### config.mk
export PLATFORM = sky130hd
export DESIGN_NAME = nimh_charge_state_controller
export DESIGN_NICKNAME = d
export VERILOG_FILES = /design/src/rtl/nimh_charge_pkg.sv /design/src/rtl/flag_sync.sv /design/src/rtl/tick_gen.sv /design/src/rtl/nimh_charge_state_controller.sv
export SDC_FILE = /design/constraint.sdc
export NUM_CORES = 1
export LEC_CHECK = 0
export ABC_AREA = 1
export BUFFER_PORTS_ARGS = -buffer_cell sky130_fd_sc_hd__buf_4
export CAP_MARGIN = 0
export CORE_MARGIN = 10
export CORE_UTILIZATION = 60
export CTS_CLUSTER_DIAMETER = 150
export DETAILED_ROUTE_END_ITERATION = 12
export PLACE_DENSITY = 0.76
export RECOVER_POWER = 100
export SYNTH_ARGS = -nofsm -noshare
export SYNTH_HDL_FRONTEND = slang
export SYNTH_SLANG_ARGS = --single-unit
### constraint.sdc
create_clock -name clk -period 5.95 [get_ports clk]
set_input_delay 0.595 -clock clk [delete_from_list [all_inputs] [get_ports clk]]
set_output_delay 0.595 -clock clk [all_outputs]
set_load 0.05 [all_outputs]
### src/rtl/nimh_charge_pkg.sv
package nimh_charge_pkg;
   localparam int unsigned CLK_HZ = 250_000_000;
   // timing figures in their own units
   localparam int unsigned CHECK_PERIOD_S   = 31;
   localparam int unsigned HOLDOFF_MIN      = 4;
   localparam int unsigned FLAT_MIN         = 16;
   localparam int unsigned COND_LIMIT_MIN   = 30;
   localparam int unsigned ERROR_BLINK_HZ   = 4;
   localparam int unsigned COND_BLINK_HZ    = 1;
   // tick base: one pulse every 1/8 s
   localparam int unsigned TICK_HZ          = 8;
   localparam longint unsigned TICK_CYCLES  = CLK_HZ / TICK_HZ;
   localparam int unsigned CHECK_TICKS      = CHECK_PERIOD_S * TICK_HZ;
   localparam int unsigned HOLDOFF_TICKS    = HOLDOFF_MIN * 60 * TICK_HZ;
   localparam int unsigned FLAT_TICKS       = FLAT_MIN * 60 * TICK_HZ;
   localparam int unsigned COND_TICKS       = COND_LIMIT_MIN * 60 * TICK_HZ;
   // ticks per half period of each blink
   localparam int unsigned ERROR_HALF_TICKS = TICK_HZ / (2 * ERROR_BLINK_HZ);
   localparam int unsigned COND_HALF_TICKS  = TICK_HZ / (2 * COND_BLINK_HZ);
   // cell check: off-time before sampling, in ticks
   localparam int unsigned SETTLE_TICKS     = 1;
   // duty windows out of a 64-slot frame (25% and 1/64 = 1.56%)
   localparam int unsigned DUTY_SLOTS       = 64;
   localparam int unsigned FINISH_ON_SLOTS  = 16;
   localparam int unsigned HOLD_ON_SLOTS    = 1;
   localparam int unsigned TICKW            = 16;

   typedef enum {
      ST_RESET, ST_AWAIT, ST_COND, ST_BULK, ST_CHECK,
      ST_FINISH, ST_HOLD, ST_ERROR, ST_PAUSE
   } charge_state_t;

   typedef struct packed {
      logic chargedOver;  // cell above charged overvoltage limit
      logic openOver;     // cell above open overvoltage limit
      logic condExit;     // cell above conditioning exit level
      logic thermalStop;  // thermistor past stop level
      logic tempInRange;  // thermistor inside start window
      logic senseLow;     // hysteretic sense comparator: current low
      logic impedanceHigh;// loaded minus open voltage over limit
      logic peakDrop;     // reading more than 2 mV under the peak
      logic newPeak;      // reading above the retained peak
      logic timerFloat;   // timeout resistor pin floating
      logic safetyExpire; // resistor-set charge timer elapsed
      logic underVolt;    // supply lockout active
   } flags_t;
   localparam int unsigned FLAGW = $bits(flags_t);
endpackage : nimh_charge_pkg

### src/rtl/flag_sync.sv
`timescale 1ns/1ns
module flag_sync #(
   parameter int unsigned WIDTH = 1
) (
   input  wire logic             clk,
   input  wire logic             rst,
   input  wire logic [WIDTH-1:0] async,
   output      logic [WIDTH-1:0] synced
);
   logic [WIDTH-1:0] stage1;

   genvar i;
   generate
      for (i = 0; i < WIDTH; i++) begin : g_bit
         always_ff @(posedge clk or posedge rst) begin
            if (rst) begin
               stage1[i] <= 1'b0;
               synced[i] <= 1'b0;
            end else begin
               stage1[i] <= async[i];
               synced[i] <= stage1[i];
            end
         end
      end
   endgenerate
endmodule : flag_sync

### src/rtl/tick_gen.sv
`timescale 1ns/1ns
module tick_gen #(
   parameter longint unsigned CYCLES = nimh_charge_pkg::TICK_CYCLES
) (
   input  wire logic clk,
   input  wire logic rst,
   output      logic tick
);
   localparam int unsigned CW = (CYCLES > 1) ? $clog2(CYCLES) : 1;
   localparam logic [CW-1:0] LAST = CW'(CYCLES - 1);
   logic [CW-1:0] count;

   always_ff @(posedge clk or posedge rst) begin
      if (rst) begin
         count <= '0;
         tick  <= 1'b0;
      end else begin
         tick  <= (count == LAST);
         count <= (count == LAST) ? '0 : count + CW'(1);
      end
   end
endmodule : tick_gen

### src/rtl/nimh_charge_state_controller.sv
`timescale 1ns/1ns
// Contract
// - bulk pauses every 31 s for check
// - status high from bulk through finishing
// - safety timer expiry moves bulk to finishing
// - thermal stop in bulk/finish goes trickle-hold
// - overvoltage by switch level enters error in charging states, except in trickle-hold
// - switch off during each cell check
// - drop 2 mV below peak ends bulk
// - no new peak 16 minutes ends bulk
// - peak and flat ends held off 4 minutes
// - impedance over limit enters error
// - check reading over open limit enters error
// - finishing charges 25% duty, status high
// - finishing restarts timer at half; expiry holds
// - trickle-hold: status low, 1.56% duty
// - trickle-hold left on removal, power, pause
// - conditioning thermal stop or timeout errors
// - error: switch off, status 4 Hz
// - error until removal, then await cell
// - floating timer pin pauses, restart cleared
// - sense comparator drives switch in charging
// - status low without cell, 1 Hz conditioning
// - conditioning exits on level, 30 minute limit
// - await leaves on cell and valid temperature
// - lockout resets state and timers; tick base and duty frame run free
module nimh_charge_state_controller #(
   parameter longint unsigned TICK_CYCLES = nimh_charge_pkg::TICK_CYCLES,
   parameter int unsigned CHECK_TICKS   = nimh_charge_pkg::CHECK_TICKS,
   parameter int unsigned HOLDOFF_TICKS = nimh_charge_pkg::HOLDOFF_TICKS,
   parameter int unsigned FLAT_TICKS    = nimh_charge_pkg::FLAT_TICKS,
   parameter int unsigned COND_TICKS    = nimh_charge_pkg::COND_TICKS
) (
   input  wire logic                   clk,
   input  wire logic                   rst,
   input  wire nimh_charge_pkg::flags_t flagsAsync,
   output      logic                   chargeSwitchOff,
   output      logic                   statusOut,
   output      logic                   safetyTimerClear,
   output      logic                   safetyTimerHalf,
   output      logic                   checkSample,
   output      logic                   peakClear
);
   localparam int unsigned TW = nimh_charge_pkg::TICKW;

   nimh_charge_pkg::flags_t       flags;
   nimh_charge_pkg::charge_state_t state;
   nimh_charge_pkg::charge_state_t next_state;
   logic          tick;
   logic [TW-1:0] checkCount;
   logic [TW-1:0] holdoffCount;
   logic [TW-1:0] flatCount;
   logic [TW-1:0] condCount;
   logic [TW-1:0] blinkCount;
   logic [5:0]    dutySlot;
   logic          blink;
   logic          settleDone;
   logic          holdoffDone;
   logic          switchOn;
   logic          safetyPrev;
   logic          safetyEdge;

   flag_sync #(.WIDTH(nimh_charge_pkg::FLAGW)) u_sync (
      .clk    (clk),
      .rst    (rst),
      .async  (flagsAsync),
      .synced (flags)
   );

   tick_gen #(.CYCLES(TICK_CYCLES)) u_tick (
      .clk  (clk),
      .rst  (rst),
      .tick (tick)
   );

   function automatic logic charging(
      input nimh_charge_pkg::charge_state_t s
   );
      charging = (s == nimh_charge_pkg::ST_COND) ||
                 (s == nimh_charge_pkg::ST_BULK) ||
                 (s == nimh_charge_pkg::ST_CHECK) ||
                 (s == nimh_charge_pkg::ST_FINISH) ||
                 (s == nimh_charge_pkg::ST_HOLD);
   endfunction : charging

   function automatic logic inDuty(
      input logic [5:0] slot,
      input int unsigned onSlots
   );
      inDuty = (32'(slot) < onSlots);
   endfunction : inDuty

   // the charge timer is an outside resistor-set oscillator; act on its rising edge
   assign safetyEdge = flags.safetyExpire && !safetyPrev;
   assign holdoffDone = (holdoffCount >= TW'(HOLDOFF_TICKS));
   assign settleDone = (checkCount >= TW'(nimh_charge_pkg::SETTLE_TICKS));

   always_ff @(posedge clk or posedge rst) begin
      if (rst) begin
         safetyPrev <= 1'b0;
      end else begin
         safetyPrev <= flags.safetyExpire;
      end
   end

   always_comb begin
      next_state = state;
      case (state)
         nimh_charge_pkg::ST_RESET: begin
            next_state = nimh_charge_pkg::ST_AWAIT;
         end
         nimh_charge_pkg::ST_AWAIT: begin
            if (!flags.openOver && flags.tempInRange) begin
               next_state = nimh_charge_pkg::ST_COND;
            end
         end
         nimh_charge_pkg::ST_COND: begin
            if (flags.thermalStop ||
                condCount >= TW'(COND_TICKS)) begin
               next_state = nimh_charge_pkg::ST_ERROR;
            end else if (flags.condExit) begin
               next_state = nimh_charge_pkg::ST_BULK;
            end
         end
         nimh_charge_pkg::ST_BULK: begin
            if (flags.thermalStop) begin
               next_state = nimh_charge_pkg::ST_HOLD;
            end else if (safetyEdge) begin
               next_state = nimh_charge_pkg::ST_FINISH;
            end else if (tick && checkCount >= TW'(CHECK_TICKS - 1)) begin
               next_state = nimh_charge_pkg::ST_CHECK;
            end
         end
         nimh_charge_pkg::ST_CHECK: begin
            // the check is part of bulk: thermal stop and expiry apply too
            if (flags.thermalStop) begin
               next_state = nimh_charge_pkg::ST_HOLD;
            end else if (safetyEdge) begin
               next_state = nimh_charge_pkg::ST_FINISH;
            end else if (tick && settleDone) begin
               if (flags.openOver) begin
                  next_state = nimh_charge_pkg::ST_ERROR;
               end else if (flags.impedanceHigh) begin
                  next_state = nimh_charge_pkg::ST_ERROR;
               end else if (holdoffDone && flags.peakDrop) begin
                  next_state = nimh_charge_pkg::ST_FINISH;
               end else if (holdoffDone && !flags.newPeak &&
                            flatCount >= TW'(FLAT_TICKS)) begin
                  next_state = nimh_charge_pkg::ST_FINISH;
               end else begin
                  next_state = nimh_charge_pkg::ST_BULK;
               end
            end
         end
         nimh_charge_pkg::ST_FINISH: begin
            if (flags.thermalStop || safetyEdge) begin
               next_state = nimh_charge_pkg::ST_HOLD;
            end
         end
         nimh_charge_pkg::ST_HOLD: begin
            if (flags.chargedOver && switchOn) begin
               next_state = nimh_charge_pkg::ST_AWAIT;
            end
         end
         nimh_charge_pkg::ST_ERROR: begin
            if (flags.chargedOver) begin
               next_state = nimh_charge_pkg::ST_AWAIT;
            end
         end
         nimh_charge_pkg::ST_PAUSE: begin
            next_state = nimh_charge_pkg::ST_AWAIT;
         end
         default: begin
            next_state = nimh_charge_pkg::ST_RESET;
         end
      endcase
      // overvoltage by the switch level wins over normal moves in every charging state but hold
      if (state != nimh_charge_pkg::ST_HOLD && charging(state) &&
          ((flags.chargedOver && switchOn) ||
           (flags.openOver && !switchOn))) begin
         next_state = nimh_charge_pkg::ST_ERROR;
      end
      if (flags.timerFloat) begin
         next_state = nimh_charge_pkg::ST_PAUSE;
      end
      if (flags.underVolt) begin
         next_state = nimh_charge_pkg::ST_RESET;
      end
   end

   always_ff @(posedge clk or posedge rst) begin
      if (rst) begin
         state <= nimh_charge_pkg::ST_RESET;
      end else begin
         state <= next_state;
      end
   end

   // check interval counter, reused as settle count inside the check
   always_ff @(posedge clk or posedge rst) begin
      if (rst) begin
         checkCount <= '0;
      end else if (state != next_state) begin
         checkCount <= '0;
      end else if (tick) begin
         checkCount <= checkCount + TW'(1);
      end
   end

   // hold-off runs from bulk start and saturates; cleared outside bulk
   always_ff @(posedge clk or posedge rst) begin
      if (rst) begin
         holdoffCount <= '0;
      end else if (state != nimh_charge_pkg::ST_BULK &&
                   state != nimh_charge_pkg::ST_CHECK) begin
         holdoffCount <= '0;
      end else if (tick && !holdoffDone) begin
         holdoffCount <= holdoffCount + TW'(1);
      end
   end

   // flat window restarts whenever a check sees a new peak
   always_ff @(posedge clk or posedge rst) begin
      if (rst) begin
         flatCount <= '0;
      end else if (state != nimh_charge_pkg::ST_BULK &&
                   state != nimh_charge_pkg::ST_CHECK) begin
         flatCount <= '0;
      end else if (state == nimh_charge_pkg::ST_CHECK && tick &&
                   settleDone && flags.newPeak) begin
         flatCount <= '0;
      end else if (tick && flatCount < TW'(FLAT_TICKS)) begin
         flatCount <= flatCount + TW'(1);
      end
   end

   always_ff @(posedge clk or posedge rst) begin
      if (rst) begin
         condCount <= '0;
      end else if (state != nimh_charge_pkg::ST_COND) begin
         condCount <= '0;
      end else if (tick && condCount < TW'(COND_TICKS)) begin
         condCount <= condCount + TW'(1);
      end
   end

   // free duty frame; one slot per tick is too slow, so slots step on clk
   always_ff @(posedge clk or posedge rst) begin
      if (rst) begin
         dutySlot <= '0;
      end else begin
         dutySlot <= dutySlot + 6'(1);
      end
   end

   always_ff @(posedge clk or posedge rst) begin
      if (rst) begin
         blinkCount <= '0;
         blink      <= 1'b0;
      end else if (state != next_state) begin
         blinkCount <= '0;
         blink      <= 1'b0;
      end else if (tick) begin
         if ((state == nimh_charge_pkg::ST_ERROR &&
              blinkCount >= TW'(nimh_charge_pkg::ERROR_HALF_TICKS - 1)) ||
             (state == nimh_charge_pkg::ST_COND &&
              blinkCount >= TW'(nimh_charge_pkg::COND_HALF_TICKS - 1))) begin
            blinkCount <= '0;
            blink      <= !blink;
         end else begin
            blinkCount <= blinkCount + TW'(1);
         end
      end
   end

   // switch on request before the output flop; low-active at the pin
   always_comb begin
      case (state)
         nimh_charge_pkg::ST_BULK: begin
            switchOn = flags.senseLow;
         end
         nimh_charge_pkg::ST_COND,
         nimh_charge_pkg::ST_FINISH: begin
            switchOn = flags.senseLow &&
                       inDuty(dutySlot, nimh_charge_pkg::FINISH_ON_SLOTS);
         end
         nimh_charge_pkg::ST_HOLD: begin
            switchOn = flags.senseLow &&
                       inDuty(dutySlot, nimh_charge_pkg::HOLD_ON_SLOTS);
         end
         default: begin
            switchOn = 1'b0;
         end
      endcase
   end

   always_ff @(posedge clk or posedge rst) begin
      if (rst) begin
         chargeSwitchOff <= 1'b1;
         statusOut       <= 1'b0;
      end else begin
         chargeSwitchOff <= !(switchOn && next_state == state);
         case (state)
            nimh_charge_pkg::ST_BULK,
            nimh_charge_pkg::ST_CHECK,
            nimh_charge_pkg::ST_FINISH: begin
               statusOut <= 1'b1;
            end
            nimh_charge_pkg::ST_COND,
            nimh_charge_pkg::ST_ERROR: begin
               statusOut <= blink;
            end
            default: begin
               statusOut <= 1'b0;
            end
         endcase
      end
   end

   // strobes to the outside charge timer and peak store
   always_ff @(posedge clk or posedge rst) begin
      if (rst) begin
         safetyTimerClear <= 1'b1;
         safetyTimerHalf  <= 1'b0;
         checkSample      <= 1'b0;
         peakClear        <= 1'b1;
      end else begin
         safetyTimerClear <= (next_state != state) &&
                             (next_state == nimh_charge_pkg::ST_FINISH ||
                              next_state == nimh_charge_pkg::ST_BULK ||
                              next_state == nimh_charge_pkg::ST_RESET ||
                              next_state == nimh_charge_pkg::ST_PAUSE);
         safetyTimerHalf  <= (next_state == nimh_charge_pkg::ST_FINISH);
         checkSample      <= (state == nimh_charge_pkg::ST_CHECK) &&
                             tick && settleDone;
         peakClear        <= (next_state == nimh_charge_pkg::ST_AWAIT) ||
                             (next_state == nimh_charge_pkg::ST_RESET);
      end
   end
endmodule : nimh_charge_state_controller

==> impl_metrics.env, run 1 <==
export IMPL_internal_power_mw=1.87
export IMPL_cts_setup_buffers=0
export IMPL_final_cell_mix="nand2_1 (213), nor2_1 (174), dfrtp_1 (173)"
export IMPL_drcViolationCount=0
export IMPL_synth_area_per_cell_um2=8.11
export IMPL_regToRegStartpoint="state[29]"
export IMPL_antenna_found_initial=0
export IMPL_vias=6664
export IMPL_reg2reg_to="blinkCount[10]"
export IMPL_cts_root_buf="clkbuf_16"
export IMPL_multi_input_area_mm2=0.00341
export IMPL_wirelength_um=16800
export IMPL_holdPathStages=1
export IMPL_min_to="u_sync.stage1[8]"
export IMPL_core_mm2=0.0139
export IMPL_grtUsageTotal=0.178
export IMPL_grt_pass1_vias=6353
export IMPL_grt_first_pass_wirelength_um=29000
export IMPL_combinationalPowerShare=0.021
export IMPL_crit_buf_inv=1
export IMPL_critPathMostFrequentCell="nand2_1"
export IMPL_period_needed_ns=4.33
export IMPL_slew_limit_headroom=-1.61
export IMPL_fin_worst_skew_ns=0.0133
export IMPL_postSynthCellCount=1045
export IMPL_post_dp_hpwl_um=11700
export IMPL_status="complete, but fails checks"
export IMPL_worstSkewPairLatency_ns=0.44
export IMPL_rrSetupSlack_ns=1.62
export IMPL_rsz0062_at_grt="no"
export IMPL_synth_top_area_frac=0.511
export IMPL_place_area_mm2=0.00888
export IMPL_met3_length_um=666
export IMPL_yosysSeqAreaShare=0.520
export IMPL_die_x_um=139
export IMPL_start_kind="flip-flop"
export IMPL_synth_area_leaders="dfrtp_1 (51%), nand2_1 (9.3%), nor2_1 (7.7%), inv_1 (7.3%), nand3_1 (3.7%)"
export IMPL_ant_nets=0
export IMPL_critPathCaptureType="flip-flop"
export IMPL_cts_buffers=17
export IMPL_clock_path_buffers=2
export IMPL_io_buffers=19
export IMPL_fmaxAchievable_mhz=231
export IMPL_required_ns=6.31
export IMPL_vias_per_cell=5.16
export IMPL_drive_gt1_frac=0.0621
export IMPL_crit_arrival_ns=4.70
export IMPL_timing_setup_tns_ns=0
export IMPL_violations="capacitance limit, slew limit"
export IMPL_place_congestion=0.963
export IMPL_drt_pass1_iterations=6
export IMPL_wl_per_cell_um=13.0
export IMPL_ctsHoldBuffers=0
export IMPL_min_path_type="in2reg"
export IMPL_dr_max_layer_used="met4"
export IMPL_grt_max_degree=112
export IMPL_crit_path_top_delay_cell="nor2_1"
export IMPL_overflow=0
export IMPL_ys_seq_elements=176
export IMPL_clock_power_share=0.473
export IMPL_seqPwrFrac=0.505
export IMPL_min_from="flagsAsync[8]"
export IMPL_cpPeakStageDelay_ns=0.74
export IMPL_cts_resized=0
export IMPL_period_share=0.728
export IMPL_yosys_cell_types_count=47
export IMPL_p_leak_nw=4.46
export IMPL_seqCellArea_mm2=0.00441
export IMPL_syn_area_mm2=0.00848
export IMPL_path_cells="nor2_1 > nand2_1 > nor2_1 > nand2_1 > nor2_8 > nand2_1 > clkinv_1 > nor2_1 > nand3_1 > o21a_1 > nand2_1 > nand3_1 > nand2_1 > nand2_1 > nor2_2 > nand3_1 > a21oi_4 > nand2_1 > nor2_1"
export IMPL_cts_sinks=176
export IMPL_crit_type="reg2reg"
export IMPL_fin_hold_ws_ns=0.276
export IMPL_fill_cells=1146
export IMPL_vdd_drop_max_mv=0.221
export IMPL_p_total_mw=2.42
export IMPL_drv_slew=112
export IMPL_antenna_cells=0
export IMPL_hold_viol=0
export IMPL_h_tree_depth=4
export IMPL_post_route_util=0.679
export IMPL_clk_pin_slew_ns=0.07
export IMPL_drv_cap=1
export IMPL_p_sw_frac=0.230
export IMPL_ys_warn_count=0
export IMPL_die_y_um=139
export IMPL_start_util=0.611
export IMPL_power_density_mw_per_mm2=257
export IMPL_syn_to_final_growth_pct=11.2
export IMPL_setup_viol=0
export IMPL_fp_row_count=43
export IMPL_final_common_cell="nand2_1"
export IMPL_path_max_fanout=20
export IMPL_startpoint="state[29]"
export IMPL_dr_wl_met2_um=7860
export IMPL_first_iter_violations=546
export IMPL_cpLargestDelayFamily="simple AND/OR/NAND/NOR gates"
export IMPL_stdcell_area_mm2=0.00943
export IMPL_tightest_slew_ns=3.92
export IMPL_fin_nets=1125
export IMPL_rr_worst_depth=19
export IMPL_dieArea_mm2=0.0193
export IMPL_met1_length_um=7860
export IMPL_yosys_area_top_type="dfrtp_1"
export IMPL_p_sw_mw=0.558
export IMPL_cts_tree="built"
export IMPL_io_pins=20
[metal layers]
layer,global-route usage,vias to the layer above
met1,0.232,3074
li1,-,3396
met2,0.285,151
met5,0,-
met4,0.0703,0
met3,0.0394,43
[sequential cells by signal, summed over array words and instances, names as in the netlist, 6 cells and up]
register / flops
state: 32
condCount: 16
holdoffCount: 16
u_tick.count: 25
checkCount: 16
u_sync.synced: 12
blinkCount: 16
flatCount: 16
u_sync.stage1: 12
dutySlot: 6
[metrics by stage]
stage	instances	setup slack [ns]
final	1291	1.62
after global routing	1291	1.10
after CTS	1291	2.32
after detailed placement	1259	2.41
after global placement	1259	2.45
after floorplan	1072	0.586
[worst max path at each step]
stage | end | slack (ns) | depth (start not counted)
after floorplan | blink | 0.59 | 1
after detailed placement | blinkCount[13] | 2.41 | 22
after global placement | blinkCount[12] | 2.45 | 22
final | blinkCount[10] | 1.62 | 19
after global routing | blinkCount[15] | 1.10 | 3
after CTS | blinkCount[11] | 2.32 | 22
[power by group through the flow]
| stage | logic (mW) | registers [mW] | clock network (mW) |
|---|---|---|---|
| after floorplan | 0.0348 | 1.25 | 0 |
| after global placement | 0.0545 | 1.25 | 0 |
| after detailed placement | 0.0551 | 1.25 | 0 |
| after CTS | 0.0554 | 1.22 | 1.17 |
| after global routing | 0.0618 | 1.23 | 1.22 |
| final | 0.0521 | 1.22 | 1.15 |
[layout make-up]
cell class | instances | share of cell area
clock buffers | 17 | 0.0451
clock inverters | 15 | 0.0203
inverters | 170 | 0.0678
multi-input cells | 713 | 0.362
flip-flops and latches | 176 | 0.468
well taps | 180 | 0.0239
repair buffers | 20 | 0.0135
[synth_stat cells (all sizes together)]
library cell  number
dfstp              3
o21ai             37
a22oi              1
a21oi             46
o211ai             2
nor3b              5
o21a               3
and2               2
and3               2
nor3              36
xnor2              2
ha                13
a31o               1
nor4              14
conb               1
inv              168
buf                8
a221oi             1
a31oi              4
clkinv             2
a211oi             3
clkbuf             5
o2111ai            1
nor2             180
or2                3
nand2            217
dfrtp            173
nand4             27
nand3             65
xor2              19
mux2i              1
[logic make-up after synthesis]
group	synth area share
xor+xnor	0.0217
buf+inv	0.0852
flops	0.520
compound gates	0.0649
simple gates	0.287
other cells	0.000442
fa+ha+maj	0.0192
mux	0.00118
Note: power is estimated with default switching activity, not from simulation.
==> run 2, diff against run 1 <==
==> constraint.sdc (replaced) <==
create_clock -name clk -period 4.3 [get_ports clk]
set_input_delay 0.43 -clock clk [delete_from_list [all_inputs] [get_ports clk]]
set_output_delay 0.43 -clock clk [all_outputs]
set_load 0.05 [all_outputs]
==> impl_metrics.env, run 2 (same netlist as run 1, synthesis figures left out) <==
export IMPL_status="complete, but fails checks"
export IMPL_violations="capacitance limit, slew limit"
export IMPL_drv_cap=1
export IMPL_startpoint="state[29]"
export IMPL_period_share=0.820
export IMPL_antenna_cells=0
export IMPL_ctsHoldBuffers=0
export IMPL_clk_pin_slew_ns=0.07
export IMPL_cts_sinks=176
export IMPL_cpPeakStageDelay_ns=0.71
export IMPL_cts_root_buf="clkbuf_16"
export IMPL_cts_setup_buffers=0
export IMPL_grt_max_degree=177
export IMPL_wirelength_um=16500
export IMPL_hold_viol=0
export IMPL_fin_worst_skew_ns=0.00887
export IMPL_regMostFlops="state"
export IMPL_start_kind="flip-flop"
export IMPL_rr_worst_depth=20
export IMPL_grt_first_pass_wirelength_um=28900
export IMPL_cpLargestDelayFamily="simple AND/OR/NAND/NOR gates"
export IMPL_required_ns=4.66
export IMPL_rsz0062_at_grt="no"
export IMPL_place_congestion=0.986
export IMPL_top_regs="state x32, u_tick.count x25"
export IMPL_core_mm2=0.0139
export IMPL_start_util=0.611
export IMPL_vias_per_cell=5.12
export IMPL_crit_path_end="blinkCount[4]"
export IMPL_crit_type="reg2reg"
export IMPL_clock_path_buffers=2
export IMPL_overflow=0
export IMPL_final_common_cell="nand2_1"
export IMPL_p_total_mw=3.35
export IMPL_io_buffers=19
export IMPL_crit_path_top_delay_cell="nor2_1"
export IMPL_setup_viol=0
export IMPL_drive_gt1_frac=0.0664
export IMPL_fmaxAchievable_mhz=284
export IMPL_largest_register_ffs=32
export IMPL_ant_nets=0
export IMPL_reg2reg_to="blinkCount[4]"
export IMPL_first_iter_violations=474
export IMPL_drcViolationCount=0
export IMPL_fp_row_count=43
export IMPL_crit_arrival_ns=3.88
export IMPL_drt_pass1_iterations=5
export IMPL_syn_to_final_growth_pct=11.5
export IMPL_tightest_slew_ns=2.28
export IMPL_h_tree_depth=4
export IMPL_p_leak_nw=4.49
export IMPL_critPathMostFrequentCell="nand2_1"
export IMPL_grt_pass1_vias=6445
export IMPL_min_path_type="in2reg"
export IMPL_regToRegStartpoint="state[29]"
export IMPL_fin_nets=1128
export IMPL_cts_buffers=17
export IMPL_slew_limit_headroom=-0.522
export IMPL_timing_setup_tns_ns=0
export IMPL_place_area_mm2=0.00891
export IMPL_dieArea_mm2=0.0193
export IMPL_period_needed_ns=3.52
export IMPL_cts_tree="built"
export IMPL_post_dp_hpwl_um=11500
export IMPL_antenna_found_initial=0
export IMPL_cp_depth=20
export IMPL_cts_resized=0
export IMPL_worstSkewPairLatency_ns=0.43
export IMPL_grtUsageTotal=0.177
export IMPL_fill_cells=1124
export IMPL_vias=6631
export IMPL_vdd_drop_max_mv=0.327
export IMPL_crit_buf_inv=2
export IMPL_power_density_mw_per_mm2=355
export IMPL_holdPathStages=1
export IMPL_die_x_um=139
export IMPL_drv_slew=177
export IMPL_rrSetupSlack_ns=0.78
export IMPL_die_y_um=139
export IMPL_final_cell_mix="nand2_1 (212), nor2_1 (175), dfrtp_1 (173)"
export IMPL_stdcell_area_mm2=0.00945
export IMPL_path_cells="nor2_1 > nand2_1 > nor2_1 > nand2_1 > nor2_8 > nand2_4 > inv_1 > nor2_1 > nand3_1 > o21a_1 > nand2_1 > nand2_1 > nand2_1 > nand2_1 > nor2_2 > nand3_2 > buf_4 > a21oi_4 > nand2_1 > nor2_1"
export IMPL_path_max_fanout=20
export IMPL_wl_per_cell_um=12.8
export IMPL_critPathCaptureType="flip-flop"
export IMPL_io_pins=20
## run 2: where the power goes
| group | switching, mW | internal [mW] |
|---|---|---|
| Sequential | 0.0122 | 1.68 |
| Combinational | 0.0558 | 0.0161 |
| Clock | 0.702 | 0.886 |
| Total | 0.770 | 2.58 |
## run 2: worst register-to-register path: cells and delay by family, from the launching register on
family                 cells  cell delay, ns
DFF                        1            0.37
and+or+nand+nor           16            2.20
buffers and inverters      2            0.28
AOI/OAI and AO/OA          2            0.61
## run 2: worst min path at each step
stage	from	endpoint	slack [ns]
finish	flagsAsync[8]	u_sync.stage1[8]	0.13
global route	flagsAsync[7]	u_sync.stage1[7]	0.10
CTS	flagsAsync[7]	u_sync.stage1[7]	0.09
detailed placement	u_sync.stage1[5]	u_sync.synced[5]	0.34
global placement	u_sync.stage1[3]	u_sync.synced[3]	0.33
floorplan	u_sync.stage1[0]	u_sync.synced[0]	0.33
## run 2: through the flow
step / hold WS, ns / setup WS (ns) / util / instances
floorplan: 0.331 / 1.62 / - / 1072
global placement: 0.333 / 1.10 / 0.642 / 1262
detailed placement: 0.338 / 1.08 / 0.642 / 1262
CTS: 0.0859 / 1.01 / 0.686 / 1294
global route: 0.104 / 0.338 / 0.681 / 1294
finish: 0.125 / 0.776 / 0.681 / 1294
## run 2: area by class of cell
cell class | count | area [um^2] | area share
well taps | 180 | 225 | 0.0238
clock buffers | 17 | 425 | 0.0450
repair buffers | 23 | 150 | 0.0159
flip-flops and latches | 176 | 4410 | 0.466
multi-input cells | 713 | 3420 | 0.361
clock inverters | 15 | 184 | 0.0195
inverters | 170 | 641 | 0.0678
## run 2: per-layer routing
layer / global-route usage / routed length, um / share of wire / vias to the layer above
met2: 0.284 / 7960 / 0.48 / 108
met4: 0.0648 / 233 / 0.014 / 0
met5: 0 / 0 / 0 / -
met3: 0.0394 / 644 / 0.039 / 18
li1: - / - / - / 3387
met1: 0.231 / 7670 / 0.46 / 3118
